$ cat config.mk
export PLATFORM = sky130hd
export DESIGN_NAME = obag_top
export DESIGN_NICKNAME = d
export VERILOG_FILES = /design/src/shared/obag_pkg.sv /design/src/obag_branch_calc.sv /design/src/obag_direct_decode.sv /design/src/obag_top.sv
export SDC_FILE = /design/constraint.sdc
export NUM_CORES = 1
export LEC_CHECK = 0
export BUFFER_PORTS_ARGS = -buffer_cell sky130_fd_sc_hd__buf_2
export CORE_MARGIN = 2
export CORE_UTILIZATION = 41
export CTS_BUF_LIST = sky130_fd_sc_hd__clkbuf_2 sky130_fd_sc_hd__clkbuf_4 sky130_fd_sc_hd__clkbuf_8
export CTS_CLUSTER_SIZE = 30
export DETAILED_ROUTE_END_ITERATION = 6
export PLACE_DENSITY = 0.63
export SETUP_SLACK_MARGIN = 0.02
export SLEW_MARGIN = 0
export SYNTH_ARGS = -nofsm -noshare
export SYNTH_HDL_FRONTEND = slang
export SYNTH_SLANG_ARGS = --single-unit
$ cat constraint.sdc
create_clock -name core_clk -period 5.6 [get_ports core_clk]
set_clock_uncertainty 0.2 [all_clocks]
set_input_delay 0.84 -clock core_clk [delete_from_list [all_inputs] [get_ports core_clk]]
set_output_delay 0.84 -clock core_clk [all_outputs]
set_load 0.01 [all_outputs]
$ cat src/shared/obag_pkg.sv
// Constants, types and helpers for the operand and branch address block.
// Assumes one core clock; every design file imports this package.
// Function
// RL1: Indexed code read address is data pointer or PC plus accumulator.
// RL2: Indirect RAM address comes from bank register 0 or 1 by opcode bit 0.
// RL3: Immediate operand is the byte after the opcode, used directly.
// RL4: Data pointer load takes the two bytes after the opcode as 16 bits.
// RL5: Relative target is sign-extended last byte plus incremented program counter.
// RL6: Page target uses three opcode bits, second byte and five PC bits.
// RL7: Long target is second byte high, third byte low.
// RL8: Software avoids unimplemented indirect, stack, byte or bit addresses.
// RL9: Accumulator and carry each have one storage, however addressed.
// RL10: A port as move destination gets its output latch written.
// RL11: A port as transfer or two-operand source reads the pins.
// RL12: Read-modify-write on a port reads its latch.
// RL13: A port bit write changes only that pin's latch bit.
// RL14: A port bit as Boolean source reads the pin.
// RL15: Bit complement and jump-if-set-then-clear read the latch.
// RL16: Parity in status bit 0 is recomputed every cycle; writes never stick.
// RL17: Priority bits 7 to 5 and enable bits 6 and 5 are reserved.
// RL18: Interrupt request to handler takes 38 to 81 oscillator periods.
// RL19: Writes to the status word byte or bits change the flags directly.
// RL20: Bank from status bits 4 and 3, register from opcode low bits.
// RL21: Direct bytes 0 to 127 are RAM, 128 to 255 special registers.
// RL22: Direct bits from 128 use five high bits as register, three as position.
// RL23: Incremented PC is the address after the whole branch instruction.
// RL24: Direct bits 0 to 127 live in RAM bytes 32 to 47, LSB first.
`default_nettype none
package obag_pkg;
  localparam int unsigned CLK_PERIOD_NS = 50;
  localparam int unsigned NUM_PORTS = 4;
  localparam logic [7:0] SFR_ACC = 8'he0;
  localparam logic [7:0] SFR_PSW = 8'hd0;
  localparam logic [7:0] SFR_DPL = 8'h82;
  localparam logic [7:0] SFR_DPH = 8'h83;
  localparam logic [7:0] SFR_IE = 8'ha8;
  localparam logic [7:0] SFR_IP = 8'hb8;
  localparam logic [7:0] SFR_PORT_BASE = 8'h80;
  localparam logic [7:0] SFR_PORT_MASK = 8'hcf;
  localparam int PORT_IDX_LSB = 4;
  localparam logic [7:0] BIT_RAM_BASE = 8'h20;
  localparam int PSW_CARRY_BIT = 7;
  localparam int PSW_BANK_LSB = 3;
  localparam int PSW_PARITY_BIT = 0;
  localparam int IE_GLOBAL_BIT = 7;
  localparam logic [7:0] IE_IMPL_MASK = 8'h9f;
  localparam logic [7:0] IP_IMPL_MASK = 8'h1f;
  localparam logic [7:0] PORT_RST = 8'hff;
  localparam int unsigned OSC_PER_CLK = 1;
  localparam int unsigned IRQ_LAT_MIN_OSC = 38;
  localparam int unsigned IRQ_LAT_MAX_OSC = 81;
  localparam int unsigned IRQ_LAT_MIN_CYC = (IRQ_LAT_MIN_OSC + OSC_PER_CLK - 1) / OSC_PER_CLK;
  localparam int unsigned IRQ_LAT_MAX_CYC = IRQ_LAT_MAX_OSC / OSC_PER_CLK;

  typedef enum logic [4:0] {
    OBAG_OP_CODE_DATA_POINTER, OBAG_OP_CODE_PC, OBAG_OP_INDIRECT, OBAG_OP_REGISTER,
    OBAG_OP_IMMEDIATE, OBAG_OP_LOAD_DATA_POINTER, OBAG_OP_REL, OBAG_OP_ABS, OBAG_OP_LONG,
    OBAG_OP_DIR_READ, OBAG_OP_DIR_RMW, OBAG_OP_DIR_WRITE, OBAG_OP_BIT_READ,
    OBAG_OP_BIT_RMW, OBAG_OP_BIT_WRITE, OBAG_OP_ACC_WRITE, OBAG_OP_CARRY_WRITE
  } obag_op_t;

  typedef enum logic [3:0] {
    OBAG_RG_RAM, OBAG_RG_ACC, OBAG_RG_PSW, OBAG_RG_DPL, OBAG_RG_DPH,
    OBAG_RG_PORT, OBAG_RG_IE, OBAG_RG_IP, OBAG_RG_OTHER
  } obag_region_t;

  function automatic logic [7:0] obag_bank_reg(input logic [1:0] bank, input logic [2:0] rn);
    return {3'h0, bank, rn};
  endfunction

  function automatic logic [7:0] obag_put_bit(input logic [7:0] v, input logic [2:0] pos, input logic b);
    logic [7:0] r;
    r = v;
    r[pos] = b;
    return r;
  endfunction
endpackage
`default_nettype wire

$ cat src/obag_branch_calc.sv
// Branch target arithmetic for relative, page and long branches.
// Assumes the caller supplies the branch's first byte address and length.
`default_nettype none
module obag_branch_calc (
  input wire obag_pkg::obag_op_t kind,
  input wire logic [7:0] opcode,
  input wire logic [7:0] byte2,
  input wire logic [7:0] byte3,
  input wire logic [15:0] instr_pc,
  input wire logic [1:0] instr_len,
  output logic [15:0] pc_next,
  output logic [15:0] target
);
  import obag_pkg::*;
  logic [7:0] disp;

  always_comb begin
    pc_next = instr_pc + {14'h0000, instr_len}; // [RL23]
    // The displacement is always the last byte, which moves with the length.
    disp = (instr_len == 2'h3) ? byte3 : byte2;
    case (kind)
      OBAG_OP_REL: target = pc_next + {{8{disp[7]}}, disp}; // [RL5]
      OBAG_OP_ABS: target = {pc_next[15:11], opcode[7:5], byte2}; // [RL6]
      OBAG_OP_LONG: target = {byte2, byte3}; // [RL7]
      default: target = pc_next;
    endcase
  end
endmodule
`default_nettype wire

$ cat src/obag_direct_decode.sv
// Decoder for direct byte and direct bit addresses.
// Assumes the address is the second instruction byte.
`default_nettype none
module obag_direct_decode (
  input wire logic [7:0] addr,
  input wire logic is_bit,
  output obag_pkg::obag_region_t region,
  output logic [7:0] byte_addr,
  output logic [2:0] bit_pos,
  output logic [1:0] port_idx
);
  import obag_pkg::*;

  always_comb begin
    bit_pos = is_bit ? addr[2:0] : 3'h0;
    if (!is_bit) begin
      byte_addr = addr;
    end else if (!addr[7]) begin
      byte_addr = BIT_RAM_BASE + {4'h0, addr[6:3]}; // [RL24]
    end else begin
      byte_addr = {addr[7:3], 3'h0}; // [RL22]
    end
    port_idx = byte_addr[PORT_IDX_LSB +: 2];
    if (!byte_addr[7]) begin
      region = OBAG_RG_RAM; // [RL21]
    end else if ((byte_addr & SFR_PORT_MASK) == SFR_PORT_BASE) begin
      region = OBAG_RG_PORT;
    end else begin
      case (byte_addr)
        SFR_ACC: region = OBAG_RG_ACC;
        SFR_PSW: region = OBAG_RG_PSW;
        SFR_DPL: region = OBAG_RG_DPL;
        SFR_DPH: region = OBAG_RG_DPH;
        SFR_IE: region = OBAG_RG_IE;
        SFR_IP: region = OBAG_RG_IP;
        default: region = OBAG_RG_OTHER;
      endcase
    end
  end
endmodule
`default_nettype wire

$ cat src/obag_top.sv
// Operand and branch address generation with accumulator, carry, status word,
// data pointer, port latches, interrupt control bytes and interrupt latency.
// Assumes RAM, other special registers and code memory answer with a valid strobe.
`default_nettype none
module obag_top (
  input wire logic core_clk,
  input wire logic rst,
  input wire logic clk_en,
  input wire logic op_valid,
  input wire obag_pkg::obag_op_t op_kind,
  input wire logic [7:0] opcode,
  input wire logic [7:0] byte2,
  input wire logic [7:0] byte3,
  input wire logic [15:0] instr_pc,
  input wire logic [1:0] instr_len,
  input wire logic [7:0] wr_data,
  input wire logic bit_value,
  input wire logic [31:0] port_pins,
  input wire logic mem_rvalid,
  input wire logic [7:0] mem_rdata,
  input wire logic code_rvalid,
  input wire logic [7:0] code_rdata,
  input wire logic irq_req,
  input wire logic instr_done,
  output logic busy,
  output logic result_valid,
  output logic [7:0] result_value,
  output logic mem_rd,
  output logic mem_wr,
  output logic mem_sfr,
  output logic [7:0] mem_addr,
  output logic [7:0] mem_wdata,
  output logic mem_bit,
  output logic [2:0] mem_bit_pos,
  output logic code_rd,
  output logic [15:0] code_addr,
  output logic branch_valid,
  output logic [15:0] branch_target,
  output logic [15:0] data_pointer,
  output logic [7:0] accumulator,
  output logic [7:0] program_status_word,
  output logic [31:0] port_latch,
  output logic [7:0] int_enable,
  output logic [7:0] interrupt_priority_reg,
  output logic irq_take
);
  import obag_pkg::*;

  typedef enum {OBAG_IDLE, OBAG_PTR_WAIT, OBAG_CODE_WAIT} obag_state_t;

  obag_state_t state_ff, nxt_state;
  logic busy_ff, nxt_busy;
  logic result_valid_ff, nxt_result_valid;
  logic [7:0] result_value_ff, nxt_result_value;
  logic mem_rd_ff, nxt_mem_rd;
  logic mem_wr_ff, nxt_mem_wr;
  logic mem_sfr_ff, nxt_mem_sfr;
  logic [7:0] mem_addr_ff, nxt_mem_addr;
  logic [7:0] mem_wdata_ff, nxt_mem_wdata;
  logic mem_bit_ff, nxt_mem_bit;
  logic [2:0] mem_bit_pos_ff, nxt_mem_bit_pos;
  logic code_rd_ff, nxt_code_rd;
  logic [15:0] code_addr_ff, nxt_code_addr;
  logic branch_valid_ff, nxt_branch_valid;
  logic [15:0] branch_target_ff, nxt_branch_target;
  logic [15:0] data_pointer_ff, nxt_data_pointer;
  logic [7:0] acc_ff, nxt_acc;
  logic [7:0] psw_ff, nxt_psw;
  logic [31:0] port_latch_ff, nxt_port_latch;
  logic [7:0] ie_ff, nxt_ie;
  logic [7:0] ip_ff, nxt_ip;
  logic irq_pend_ff, nxt_irq_pend;
  logic [6:0] irq_cnt_ff, nxt_irq_cnt;
  logic irq_take_ff, nxt_irq_take;

  obag_region_t dd_region;
  logic [7:0] dd_addr;
  logic [2:0] dd_pos;
  logic [1:0] dd_port;
  logic dd_is_bit;
  logic use_latch;
  logic is_local;
  logic [7:0] loc_cur;
  logic [7:0] rd_val;
  logic [7:0] new_byte;
  logic [15:0] bc_pc_next;
  logic [15:0] bc_target;
  logic op_take;

  assign dd_is_bit = (op_kind == OBAG_OP_BIT_READ) || (op_kind == OBAG_OP_BIT_RMW) ||
                     (op_kind == OBAG_OP_BIT_WRITE);
  assign use_latch = (op_kind == OBAG_OP_DIR_RMW) || (op_kind == OBAG_OP_BIT_RMW); // [RL12] [RL15]
  assign op_take = clk_en && op_valid && (state_ff == OBAG_IDLE);

  obag_direct_decode u_decode (
    .addr(byte2),
    .is_bit(dd_is_bit),
    .region(dd_region),
    .byte_addr(dd_addr),
    .bit_pos(dd_pos),
    .port_idx(dd_port)
  );

  obag_branch_calc u_branch (
    .kind(op_kind),
    .opcode(opcode),
    .byte2(byte2),
    .byte3(byte3),
    .instr_pc(instr_pc),
    .instr_len(instr_len),
    .pc_next(bc_pc_next),
    .target(bc_target)
  );

  always_comb begin
    nxt_state = state_ff;
    nxt_result_valid = 1'b0;
    nxt_result_value = result_value_ff;
    nxt_mem_rd = 1'b0;
    nxt_mem_wr = 1'b0;
    nxt_mem_sfr = mem_sfr_ff;
    nxt_mem_addr = mem_addr_ff;
    nxt_mem_wdata = mem_wdata_ff;
    nxt_mem_bit = mem_bit_ff;
    nxt_mem_bit_pos = mem_bit_pos_ff;
    nxt_code_rd = 1'b0;
    nxt_code_addr = code_addr_ff;
    nxt_branch_valid = 1'b0;
    nxt_branch_target = branch_target_ff;
    nxt_data_pointer = data_pointer_ff;
    nxt_acc = acc_ff;
    nxt_psw = psw_ff;
    nxt_port_latch = port_latch_ff;
    nxt_ie = ie_ff;
    nxt_ip = ip_ff;
    case (dd_region)
      OBAG_RG_ACC: loc_cur = acc_ff;
      OBAG_RG_PSW: loc_cur = psw_ff;
      OBAG_RG_DPL: loc_cur = data_pointer_ff[7:0];
      OBAG_RG_DPH: loc_cur = data_pointer_ff[15:8];
      OBAG_RG_PORT: loc_cur = port_latch_ff[dd_port * 8 +: 8];
      OBAG_RG_IE: loc_cur = ie_ff;
      OBAG_RG_IP: loc_cur = ip_ff;
      default: loc_cur = 8'h00;
    endcase
    is_local = (dd_region != OBAG_RG_RAM) && (dd_region != OBAG_RG_OTHER);
    // Plain sources see the pins; read-modify-write sources see the latch.
    if ((dd_region == OBAG_RG_PORT) && !use_latch) begin
      rd_val = port_pins[dd_port * 8 +: 8]; // [RL11] [RL14]
    end else begin
      rd_val = loc_cur;
    end
    new_byte = dd_is_bit ? obag_put_bit(loc_cur, dd_pos, bit_value) : wr_data; // [RL13]
    case (state_ff)
      OBAG_IDLE: begin
        if (op_valid) begin
          case (op_kind)
            OBAG_OP_CODE_DATA_POINTER, OBAG_OP_CODE_PC: begin
              nxt_code_addr = ((op_kind == OBAG_OP_CODE_DATA_POINTER) ? data_pointer_ff : bc_pc_next) +
                              {8'h00, acc_ff}; // [RL1]
              nxt_code_rd = 1'b1;
              nxt_state = OBAG_CODE_WAIT;
            end
            OBAG_OP_INDIRECT: begin
              nxt_mem_addr = obag_bank_reg(psw_ff[PSW_BANK_LSB +: 2], {2'h0, opcode[0]}); // [RL2]
              nxt_mem_sfr = 1'b0;
              nxt_mem_bit = 1'b0;
              nxt_mem_rd = 1'b1;
              nxt_state = OBAG_PTR_WAIT;
            end
            OBAG_OP_REGISTER: begin
              nxt_mem_addr = obag_bank_reg(psw_ff[PSW_BANK_LSB +: 2], opcode[2:0]); // [RL20]
              nxt_mem_sfr = 1'b0;
              nxt_mem_bit = 1'b0;
              nxt_mem_rd = 1'b1;
            end
            OBAG_OP_IMMEDIATE: begin
              nxt_result_value = byte2; // [RL3]
              nxt_result_valid = 1'b1;
            end
            OBAG_OP_LOAD_DATA_POINTER: nxt_data_pointer = {byte2, byte3}; // [RL4]
            OBAG_OP_REL, OBAG_OP_ABS, OBAG_OP_LONG: begin
              nxt_branch_target = bc_target; // [RL5] [RL6] [RL7]
              nxt_branch_valid = 1'b1;
            end
            OBAG_OP_DIR_READ, OBAG_OP_DIR_RMW, OBAG_OP_BIT_READ, OBAG_OP_BIT_RMW: begin
              if (is_local) begin
                nxt_result_value = dd_is_bit ? {7'h00, rd_val[dd_pos]} : rd_val;
                nxt_result_valid = 1'b1;
              end else begin
                nxt_mem_addr = dd_addr;
                nxt_mem_sfr = (dd_region == OBAG_RG_OTHER);
                nxt_mem_bit = dd_is_bit;
                nxt_mem_bit_pos = dd_pos;
                nxt_mem_rd = 1'b1;
              end
            end
            OBAG_OP_DIR_WRITE, OBAG_OP_BIT_WRITE: begin
              case (dd_region)
                OBAG_RG_ACC: nxt_acc = new_byte; // [RL9]
                OBAG_RG_PSW: nxt_psw = new_byte; // [RL19] [RL9]
                OBAG_RG_DPL: nxt_data_pointer[7:0] = new_byte;
                OBAG_RG_DPH: nxt_data_pointer[15:8] = new_byte;
                OBAG_RG_PORT: nxt_port_latch[dd_port * 8 +: 8] = new_byte; // [RL10] [RL13]
                OBAG_RG_IE: nxt_ie = new_byte & IE_IMPL_MASK; // [RL17]
                OBAG_RG_IP: nxt_ip = new_byte & IP_IMPL_MASK; // [RL17]
                default: begin
                  nxt_mem_addr = dd_addr;
                  nxt_mem_sfr = (dd_region == OBAG_RG_OTHER);
                  nxt_mem_bit = dd_is_bit;
                  nxt_mem_bit_pos = dd_pos;
                  nxt_mem_wdata = dd_is_bit ? {7'h00, bit_value} : wr_data;
                  nxt_mem_wr = 1'b1;
                end
              endcase
            end
            OBAG_OP_ACC_WRITE: nxt_acc = wr_data; // [RL9]
            OBAG_OP_CARRY_WRITE: nxt_psw[PSW_CARRY_BIT] = bit_value; // [RL9]
            default: nxt_state = OBAG_IDLE;
          endcase
        end
      end
      OBAG_PTR_WAIT: begin
        if (mem_rvalid) begin
          // The pointer reaches all 256 RAM locations, never the special registers.
          nxt_mem_addr = mem_rdata; // [RL2]
          nxt_mem_sfr = 1'b0;
          nxt_mem_rd = 1'b1;
          nxt_result_value = mem_rdata;
          nxt_result_valid = 1'b1;
          nxt_state = OBAG_IDLE;
        end
      end
      OBAG_CODE_WAIT: begin
        if (code_rvalid) begin
          nxt_acc = code_rdata; // [RL1]
          nxt_result_value = code_rdata;
          nxt_result_valid = 1'b1;
          nxt_state = OBAG_IDLE;
        end
      end
      default: nxt_state = OBAG_IDLE;
    endcase
    // Recomputed last so that any store into the status word loses the parity bit.
    nxt_psw[PSW_PARITY_BIT] = ^nxt_acc; // [RL16]
    nxt_busy = (nxt_state != OBAG_IDLE);
  end

  always_ff @(posedge core_clk) begin
    if (rst) begin
      state_ff <= OBAG_IDLE;
      busy_ff <= 1'b0;
      result_valid_ff <= 1'b0;
      result_value_ff <= 8'h00;
      mem_rd_ff <= 1'b0;
      mem_wr_ff <= 1'b0;
      mem_sfr_ff <= 1'b0;
      mem_addr_ff <= 8'h00;
      mem_wdata_ff <= 8'h00;
      mem_bit_ff <= 1'b0;
      mem_bit_pos_ff <= 3'h0;
      code_rd_ff <= 1'b0;
      code_addr_ff <= 16'h0000;
      branch_valid_ff <= 1'b0;
      branch_target_ff <= 16'h0000;
      data_pointer_ff <= 16'h0000;
      acc_ff <= 8'h00;
      psw_ff <= 8'h00;
      port_latch_ff <= {NUM_PORTS{PORT_RST}};
      ie_ff <= 8'h00;
      ip_ff <= 8'h00;
    end else if (clk_en) begin
      state_ff <= nxt_state;
      busy_ff <= nxt_busy;
      result_valid_ff <= nxt_result_valid;
      result_value_ff <= nxt_result_value;
      mem_rd_ff <= nxt_mem_rd;
      mem_wr_ff <= nxt_mem_wr;
      mem_sfr_ff <= nxt_mem_sfr;
      mem_addr_ff <= nxt_mem_addr;
      mem_wdata_ff <= nxt_mem_wdata;
      mem_bit_ff <= nxt_mem_bit;
      mem_bit_pos_ff <= nxt_mem_bit_pos;
      code_rd_ff <= nxt_code_rd;
      code_addr_ff <= nxt_code_addr;
      branch_valid_ff <= nxt_branch_valid;
      branch_target_ff <= nxt_branch_target;
      data_pointer_ff <= nxt_data_pointer;
      acc_ff <= nxt_acc;
      psw_ff <= nxt_psw;
      port_latch_ff <= nxt_port_latch;
      ie_ff <= nxt_ie;
      ip_ff <= nxt_ip;
    end
  end

  // Latency counts from the cycle the request is seen; the handover waits for the
  // instruction boundary but is forced at the upper bound so no request starves.
  always_comb begin
    nxt_irq_pend = irq_pend_ff;
    nxt_irq_cnt = irq_cnt_ff;
    nxt_irq_take = 1'b0;
    if (!irq_pend_ff) begin
      if (irq_req && ie_ff[IE_GLOBAL_BIT]) begin
        nxt_irq_pend = 1'b1;
        nxt_irq_cnt = 7'h01;
      end
    end else begin
      nxt_irq_cnt = irq_cnt_ff + 7'h01;
      if ((instr_done && (irq_cnt_ff >= 7'(IRQ_LAT_MIN_CYC - 1))) ||
          (irq_cnt_ff == 7'(IRQ_LAT_MAX_CYC - 1))) begin // [RL18]
        nxt_irq_take = 1'b1;
        nxt_irq_pend = 1'b0;
      end
    end
  end

  always_ff @(posedge core_clk) begin
    if (rst) begin
      irq_pend_ff <= 1'b0;
      irq_cnt_ff <= 7'h00;
      irq_take_ff <= 1'b0;
    end else if (clk_en) begin
      irq_pend_ff <= nxt_irq_pend;
      irq_cnt_ff <= nxt_irq_cnt;
      irq_take_ff <= nxt_irq_take;
    end
  end

  assign busy = busy_ff;
  assign result_valid = result_valid_ff;
  assign result_value = result_value_ff;
  assign mem_rd = mem_rd_ff;
  assign mem_wr = mem_wr_ff;
  assign mem_sfr = mem_sfr_ff;
  assign mem_addr = mem_addr_ff;
  assign mem_wdata = mem_wdata_ff;
  assign mem_bit = mem_bit_ff;
  assign mem_bit_pos = mem_bit_pos_ff;
  assign code_rd = code_rd_ff;
  assign code_addr = code_addr_ff;
  assign branch_valid = branch_valid_ff;
  assign branch_target = branch_target_ff;
  assign data_pointer = data_pointer_ff;
  assign accumulator = acc_ff;
  assign program_status_word = psw_ff;
  assign port_latch = port_latch_ff;
  assign int_enable = ie_ff;
  assign interrupt_priority_reg = ip_ff;
  assign irq_take = irq_take_ff;

  localparam int A_LAT_LO = 37;
  localparam int A_LAT_HI = 80;
endmodule
`default_nettype wire

==> results_dict.tcl, run 1 <==
set metrics [dict create \
    grt-ovfl-total 0 \
    hold_violations 0 \
    firstDrtPassIters 7 \
    crit_cells 17 \
    ys_seq_elements 183 \
    insertion_delay_ns 0.50 \
    met1Wirelength_um 17760 \
    synth_edf_count 0 \
    ys_warn_count 0 \
    postRouteWirelength_um 41430 \
    gp_congestion 0.9881 \
    fin_crit_sh 0.7754 \
    place_ws_ns 0.7654 \
    syn_inst 1411 \
    wl_met2_um 18240 \
    synth_seq_area_share 0.3213 \
    hold_depth 2 \
    setup_viol 0 \
    crit_top_cell "a21oi_1" \
    yosysMostFrequentCell "nor2_1" \
    yosysUniqueCellTypes 92 \
    setup_ws_ns 1.258 \
    io_buffers 252 \
    met3_wirelength_um 3938 \
    grt_pass1_wl_um 63290 \
    die-area_sq_mm 0.02916 \
    ioPinCount 260 \
    grt_antenna_before_repair 8 \
    cts-htree-levels 4 \
    rows 61 \
    first_iter_violations 1425 \
    tns_ns 0 \
    endpoint_kind "register" \
    cts_root_buffer "clkbuf_8" \
    cts_buffers 17 \
    rsz0062_at_grt "false" \
    path_buf_inv 2 \
    critPathKind "in -> reg" \
    grt_max_degree 74 \
    crit_family "compound AO/OA/AOI/OAI gates" \
    num_vias 11680 \
    dpl_cell_area_sq_mm 0.01292 \
    fin_area_sq_mm 0.01337 \
    max-cap-violations 0 \
    synth_top_area_cell "dfxtp_1" \
    nets 1752 \
    grt_pass1_vias 10990 \
    wire_per_inst_um 20.68 \
    top_layer_used "met5" \
    synth_area_leaders "dfxtp_1, nor2_1, nand2_1" \
    crit_chain "buf_2 > nor4_1 > nand2b_1 > buf_4 > mux2_2 > fa_1 > a21o_1 > a21oi_1 > o21bai_1 > a21oi_1 > o21bai_1 > a21oi_1 > or3_1 > nor3_1 > and3_1 > xnor2_1 > a211oi_1" \
    r2r_cells 9 \
    chipHeight_um 170.8 \
    cts_setup_buffers 0 \
    layout_min_cycle_time_ns 4.342 \
    critPathSlowestCell "nor4_1" \
    outcome "complete, no violations" \
    fmax_mhz 230.3 \
    grt.total_usage 0.2821 \
    syn2layout_area_growth_pct 17.24 \
    whs_ns 0.2549 \
    die_x_um 170.8 \
    cts_resized 0 \
    hold_path.class "reg -> reg" \
    fill_cells 2770 \
    slowest_delay_ns 0.54 \
    start_util 0.4139 \
    synth.top_cell.area_share 0.3213 \
    slew_headroom 0.3978 \
    synth.avg_cell_area_sq_um 8.082 \
    netlist_area_sq_mm 0.01140 \
    synth_top_cells_by_count "nor2_1, dfxtp_1, nand2_1, a21oi_1, clkbuf_1" \
    crit_fanout 21 \
    worstMarginPinSlew_ns 0.9000 \
    clk_path_buf_depth 2 \
    drc_errors 0 \
    fp.coreArea_sq_mm 0.02755 \
    ant_nets 0 \
    cts_sinks 183 \
    worstPathArrival_ns 4.56 \
    path_clk_slew_ns 0.11 \
    drive_gt1_frac 0.2343 \
    leakagePower_nw 5.604 \
    ys_async_sr_fraction 0 \
    cts_tree "yes" \
    synth_flop_cell "dfxtp_1" \
    hpwl_um 31250 \
    postCtsHoldBufs 0 \
    cp-start-kind "input pin" \
    drv_slew 0 \
    powerDensity_mw_per_mm2 212.6 \
    totalPowerFinal_mw 2.842 \
    cp.required_ns 5.82 \
    ir_drop_v 0.0001135 \
    via_per_inst 5.829 \
]
where the power goes:
group	internal, mW	switching (mW)	leakage, nW
logic	0.194	0.316	3.91
clock network	0.361	0.647	0.218
registers	1.31	0.0128	1.48
final cells by class:
class,instances,area (sq um),share of cell area
clock inverters,15,206.4,0.01544
multi-input cells,1102,7209,0.5393
inverters,23,86.33,0.006458
repair buffers,282,1489,0.1114
flip-flops and latches,183,3664,0.2740
diodes,3,7.507,0.0005615
clock buffers,17,234.0,0.01750
well taps,378,473.0,0.03538
placed cells by master (no fill, tap or decap), types with 10 or more instances in the layout:
cell type  instances
a211o_1           34
a21oi_1           93
nand2_1          129
nor4_1            10
buf_4             31
and2_1            44
buf_2            251
mux2_2            30
dfxtp_1          183
xor2_1            19
or3_1             10
o211ai_1          10
ha_1              28
o22ai_1           10
mux2i_1           48
a21o_1            18
a221oi_1          12
and3_1            10
nand3_1           43
inv_1             21
a22oi_1           22
clkbuf_8          17
nor3_1            21
a222oi_1          12
o21ai_0           54
nand4_1           10
nor2_1           193
a211oi_1          47
xnor2_1           33
through the flow:
step,cells,utilization
after global placement,1968,0.4689
after floorplan,1415,-
after detailed placement,1968,0.4689
after global routing,2003,0.4852
final,2003,0.4852
after CTS,2000,0.4849
final timing paths:
check                       startpoint                          end  slack (ns)
max                         op_kind[0]   code_addr[14]$_SDFFE_PP0P_        1.26
min          code_addr[3]$_SDFFE_PP0P_    code_addr[3]$_SDFFE_PP0P_        0.25
max reg2reg  state_ff[24]$_SDFFE_PP0P_  port_latch[13]$_SDFFE_PP1P_        1.93
min reg2reg  code_addr[3]$_SDFFE_PP0P_    code_addr[3]$_SDFFE_PP0P_        0.25
logic make-up (layout without fill, tap and decap cells):
kind of cell    Yosys count  in the layout  share of synthesized area
compound gates          398            398                     0.2487
flops                   183            183                     0.3213
simple gates            534            534                     0.2255
buf+inv                 130            337                    0.04959
mux                      81             81                    0.07669
fa+ha+maj                31             31                    0.03599
xor+xnor                 53             53                    0.04191
other cells               1              8                  0.0003288
worst min-delay path, cell delays in order, from the launching register on:
cell and delay, ns:
dfxtp_1 0.32, nand2_1 0.05, a21oi_1 0.05
layer usage:
| layer | vias up | GRT usage |
|---|---|---|
| met5 | - | 0 |
| met1 | 5479 | 0.3820 |
| met3 | 87 | 0.06523 |
| met2 | 572 | 0.4318 |
| li1 | 5534 | - |
| met4 | 4 | 0.1156 |
(Power assumes the default switching activity.)
==> inputs of run 2 (changes only) <==
--- a/config.mk
+++ b/config.mk
@@ -5,6 +5,7 @@
 export SDC_FILE = /design/constraint.sdc
 export NUM_CORES = 1
 export LEC_CHECK = 0
+export ABC_AREA = 1
 export BUFFER_PORTS_ARGS = -buffer_cell sky130_fd_sc_hd__buf_2
 export CORE_MARGIN = 2
 export CORE_UTILIZATION = 41
==> constraint.sdc (replaced) <==
create_clock -name core_clk -period 4.15 [get_ports core_clk]
set_clock_uncertainty 0.2 [all_clocks]
set_input_delay 0.6225 -clock core_clk [delete_from_list [all_inputs] [get_ports core_clk]]
set_output_delay 0.6225 -clock core_clk [all_outputs]
set_load 0.01 [all_outputs]
==> run 2 against run 1 <==
Highest routed layer is now met4. Clock-buffer cell count up 1. Worst setup slack lost 1.0 ns. Sequential share of layout area decreased by 1.1 points. Largest power group unchanged. Final cell count up 23%. Total power is 38% higher. Synthesized area up 1.4%. Combinational power up 80%. Flip-flop and latch count is the same. Wire length up 11%. Worst hold slack got worse by 0.022 ns.
==> results_dict.tcl, run 2 <==
set metrics [dict create \
    setup_viol 0 \
    met3_wirelength_um 4161 \
    hold_violations 0 \
    first_iter_violations 1711 \
    tns_ns 0 \
    hold_end "branch_target[10]$_SDFFE_PP0P_" \
    max-cap-violations 0 \
    final_common_cell "nand2_1" \
    powerDensity_mw_per_mm2 281.9 \
    synth.avg_cell_area_sq_um 6.471 \
    path_clk_slew_ns 0.10 \
    dp_cells 2429 \
    syn2layout_area_growth_pct 20.60 \
    fmax_mhz 255.5 \
    start_util 0.4162 \
    die-area_sq_mm 0.02956 \
    ioPinCount 260 \
    synth-simple-area-share 0.3136 \
    ys_seq_elements 183 \
    synth_xor_area_frac 0.01666 \
    synth_flop_cell "dfxtp_1" \
    cts_setup_buffers 0 \
    grt.total_usage 0.3066 \
    outcome "complete, no violations" \
    grt_pass1_wl_um 68530 \
    syn_inst 1787 \
    critPathSlowestCell "nor4_2" \
    worstMarginPinSlew_ns 1.061 \
    fp.coreArea_sq_mm 0.02778 \
    insertion_delay_ns 0.50 \
    num_vias 13300 \
    hpwl_um 35970 \
    yosysUniqueCellTypes 58 \
    fin_crit_sh 0.9430 \
    drc_errors 0 \
    synth_edf_count 0 \
    ys_warn_count 0 \
    leakagePower_nw 6.974 \
    die_x_um 171.9 \
    top_layer_used "met4" \
    drive_gt1_frac 0.2080 \
    synth_area_leaders "dfxtp_1, nand2_1, inv_1" \
    slowest_delay_ns 0.57 \
    whs_ns 0.2332 \
    synth-compound-area-share 0.2092 \
    synth.top_cell.area_share 0.3168 \
    worstPathArrival_ns 4.08 \
    wire_per_inst_um 18.69 \
    crit_fanout 10 \
    nets 2213 \
    worstHoldStart "opcode[7]" \
    drv_slew 0 \
    muxShareOfSynthArea 0 \
    ant_nets 0 \
    synth_seq_area_share 0.3168 \
    ir_drop_v 0.0001543 \
    rrSetupSlack_ns 0.24 \
    hold_depth 3 \
    cts_sinks 183 \
    worstReg2RegEnd "port_latch[28]$_SDFFE_PP1P_" \
    synthAdderAreaFrac 0.03549 \
    wl_met2_um 20310 \
    ys_async_sr_fraction 0 \
    cts_resized 0 \
    cts_tree "yes" \
    postCtsHoldBufs 0 \
    critPathKind "reg -> reg" \
    synth_top_cells_by_count "nand2_1, inv_1, dfxtp_1, a21oi_1, nand3_1" \
    r2r_start "state_ff[23]$_SDFFE_PP0P_" \
    rsz0062_at_grt "false" \
    rows 61 \
    slew_headroom 0.2878 \
    synth_top_family_by_area "simple AND/OR/NAND/NOR gates" \
    met1Wirelength_um 20170 \
    grt_max_degree 82 \
    grt_antenna_before_repair 1 \
    cp.required_ns 4.31 \
    gp_congestion 0.9847 \
    final_cell_mix "nand2_1, buf_2, inv_1" \
    hold_path.class "in -> reg" \
    final_cell_count_no_fill 2461 \
    endpoint_kind "register" \
    crit_top_cell "inv_2" \
    yosysMostFrequentCell "nand2_1" \
    grt_pass1_vias 12000 \
    synth_top_area_cell "dfxtp_1" \
    cts_root_buffer "clkbuf_8" \
    clk_path_buf_depth 2 \
    firstDrtPassIters 6 \
    crit_chain "inv_1 > nand4_1 > nor4_2 > nand2_1 > nor2_4 > inv_2 > nor2_1 > inv_2 > nor2_1 > inv_2 > nor2_2 > inv_2 > nor2_2 > inv_1 > nor2_4 > inv_1 > nand2_1 > nand3_1" \
    via_per_inst 5.402 \
    postRouteWirelength_um 45990 \
    io_buffers 252 \
    cts-htree-levels 4 \
    cp-start-kind "register" \
    layout_min_cycle_time_ns 3.913 \
    fill_cells 2928 \
    cts_buffers 17 \
    grt-ovfl-total 0 \
    netlist_area_sq_mm 0.01156 \
    chipHeight_um 171.9 \
    r2r_cells 18 \
]
[run 2: cell types whose count changed after synthesis, sizes merged, moves of 27 or more]
cell,change
nor2,-40
a211o,-33
mux2,-31
a21oi,+52
nand3,+99
inv,+214
o21ai,+79
and2,-45
mux2i,-48
clkbuf,-27
nand2,+337
a211oi,-43
[run 2: cell type report]
type	count	area (sq um)	share of cell area
sequential	183	3664	0.2627
multi-input combinational	1296	6681	0.4791
timing repair buffer	329	1852	0.1328
antenna	1	2.502	0.0001794
clock buffer	18	241.5	0.01732
tap	378	473.0	0.03391
clock inverter	13	120.1	0.008613
inverter	243	912.1	0.06540
[run 2: worst max-delay path by stage]
stage                                   start                             end  slack (ns)  cells past startpoint
global route                      instr_pc[0]      code_addr[15]$_SDFFE_PP0P_        0.03                     26
finish              state_ff[23]$_SDFFE_PP0P_     port_latch[28]$_SDFFE_PP1P_        0.24                     18
global placement                  instr_pc[0]  branch_target[11]$_SDFFE_PP0P_       -0.13                     26
CTS                               instr_pc[0]      code_addr[13]$_SDFFE_PP0P_        0.23                     25
floorplan                          op_kind[2]      code_addr[15]$_SDFFE_PP0P_        0.13                     28
detailed placement                instr_pc[0]      code_addr[13]$_SDFFE_PP0P_       -0.30                     25
[run 2: worst max-delay path: cells and delay by family, from the launching register on]
kind,cells,cell delay [ns]
flip-flops,1,0.31
AND/OR/NAND/NOR,11,2.42
buffers and inverters,7,0.85
[run 2: logic make-up (layout without fill, tap and decap cells)]
kind of cell	count (synthesis)	in the layout
adders and majority gates	31	31
DFF	183	183
buffers and inverters	312	603
other	1	6
AOI/OAI and AO/OA	408	408
and+or+nand+nor	830	830
xor gates and xnor gates	22	22
[run 2: routing by layer]
layer | vias up | global-route usage
li1 | 6512 | -
met1 | 6032 | 0.4307
met3 | 88 | 0.04486
met4 | 0 | 0.1027
met5 | - | 0
met2 | 663 | 0.4814
[run 2: power breakdown]
part	switching (mW)	internal, mW
combinational	0.593	0.324
sequential	0.0399	1.78
clock	0.704	0.485
total	1.34	2.59
[run 2: through the flow]
step	power, mW	setup slack [ns]	cell area, sq um	util
detailed placement	2.760	-0.2997	13570	0.4885
finish	3.931	0.2367	13950	0.5020
CTS	3.944	0.2252	13930	0.5015
global placement	2.750	-0.1345	13570	0.4885
floorplan	2.401	0.1268	11580	-
global route	4.117	0.02772	13950	0.5020
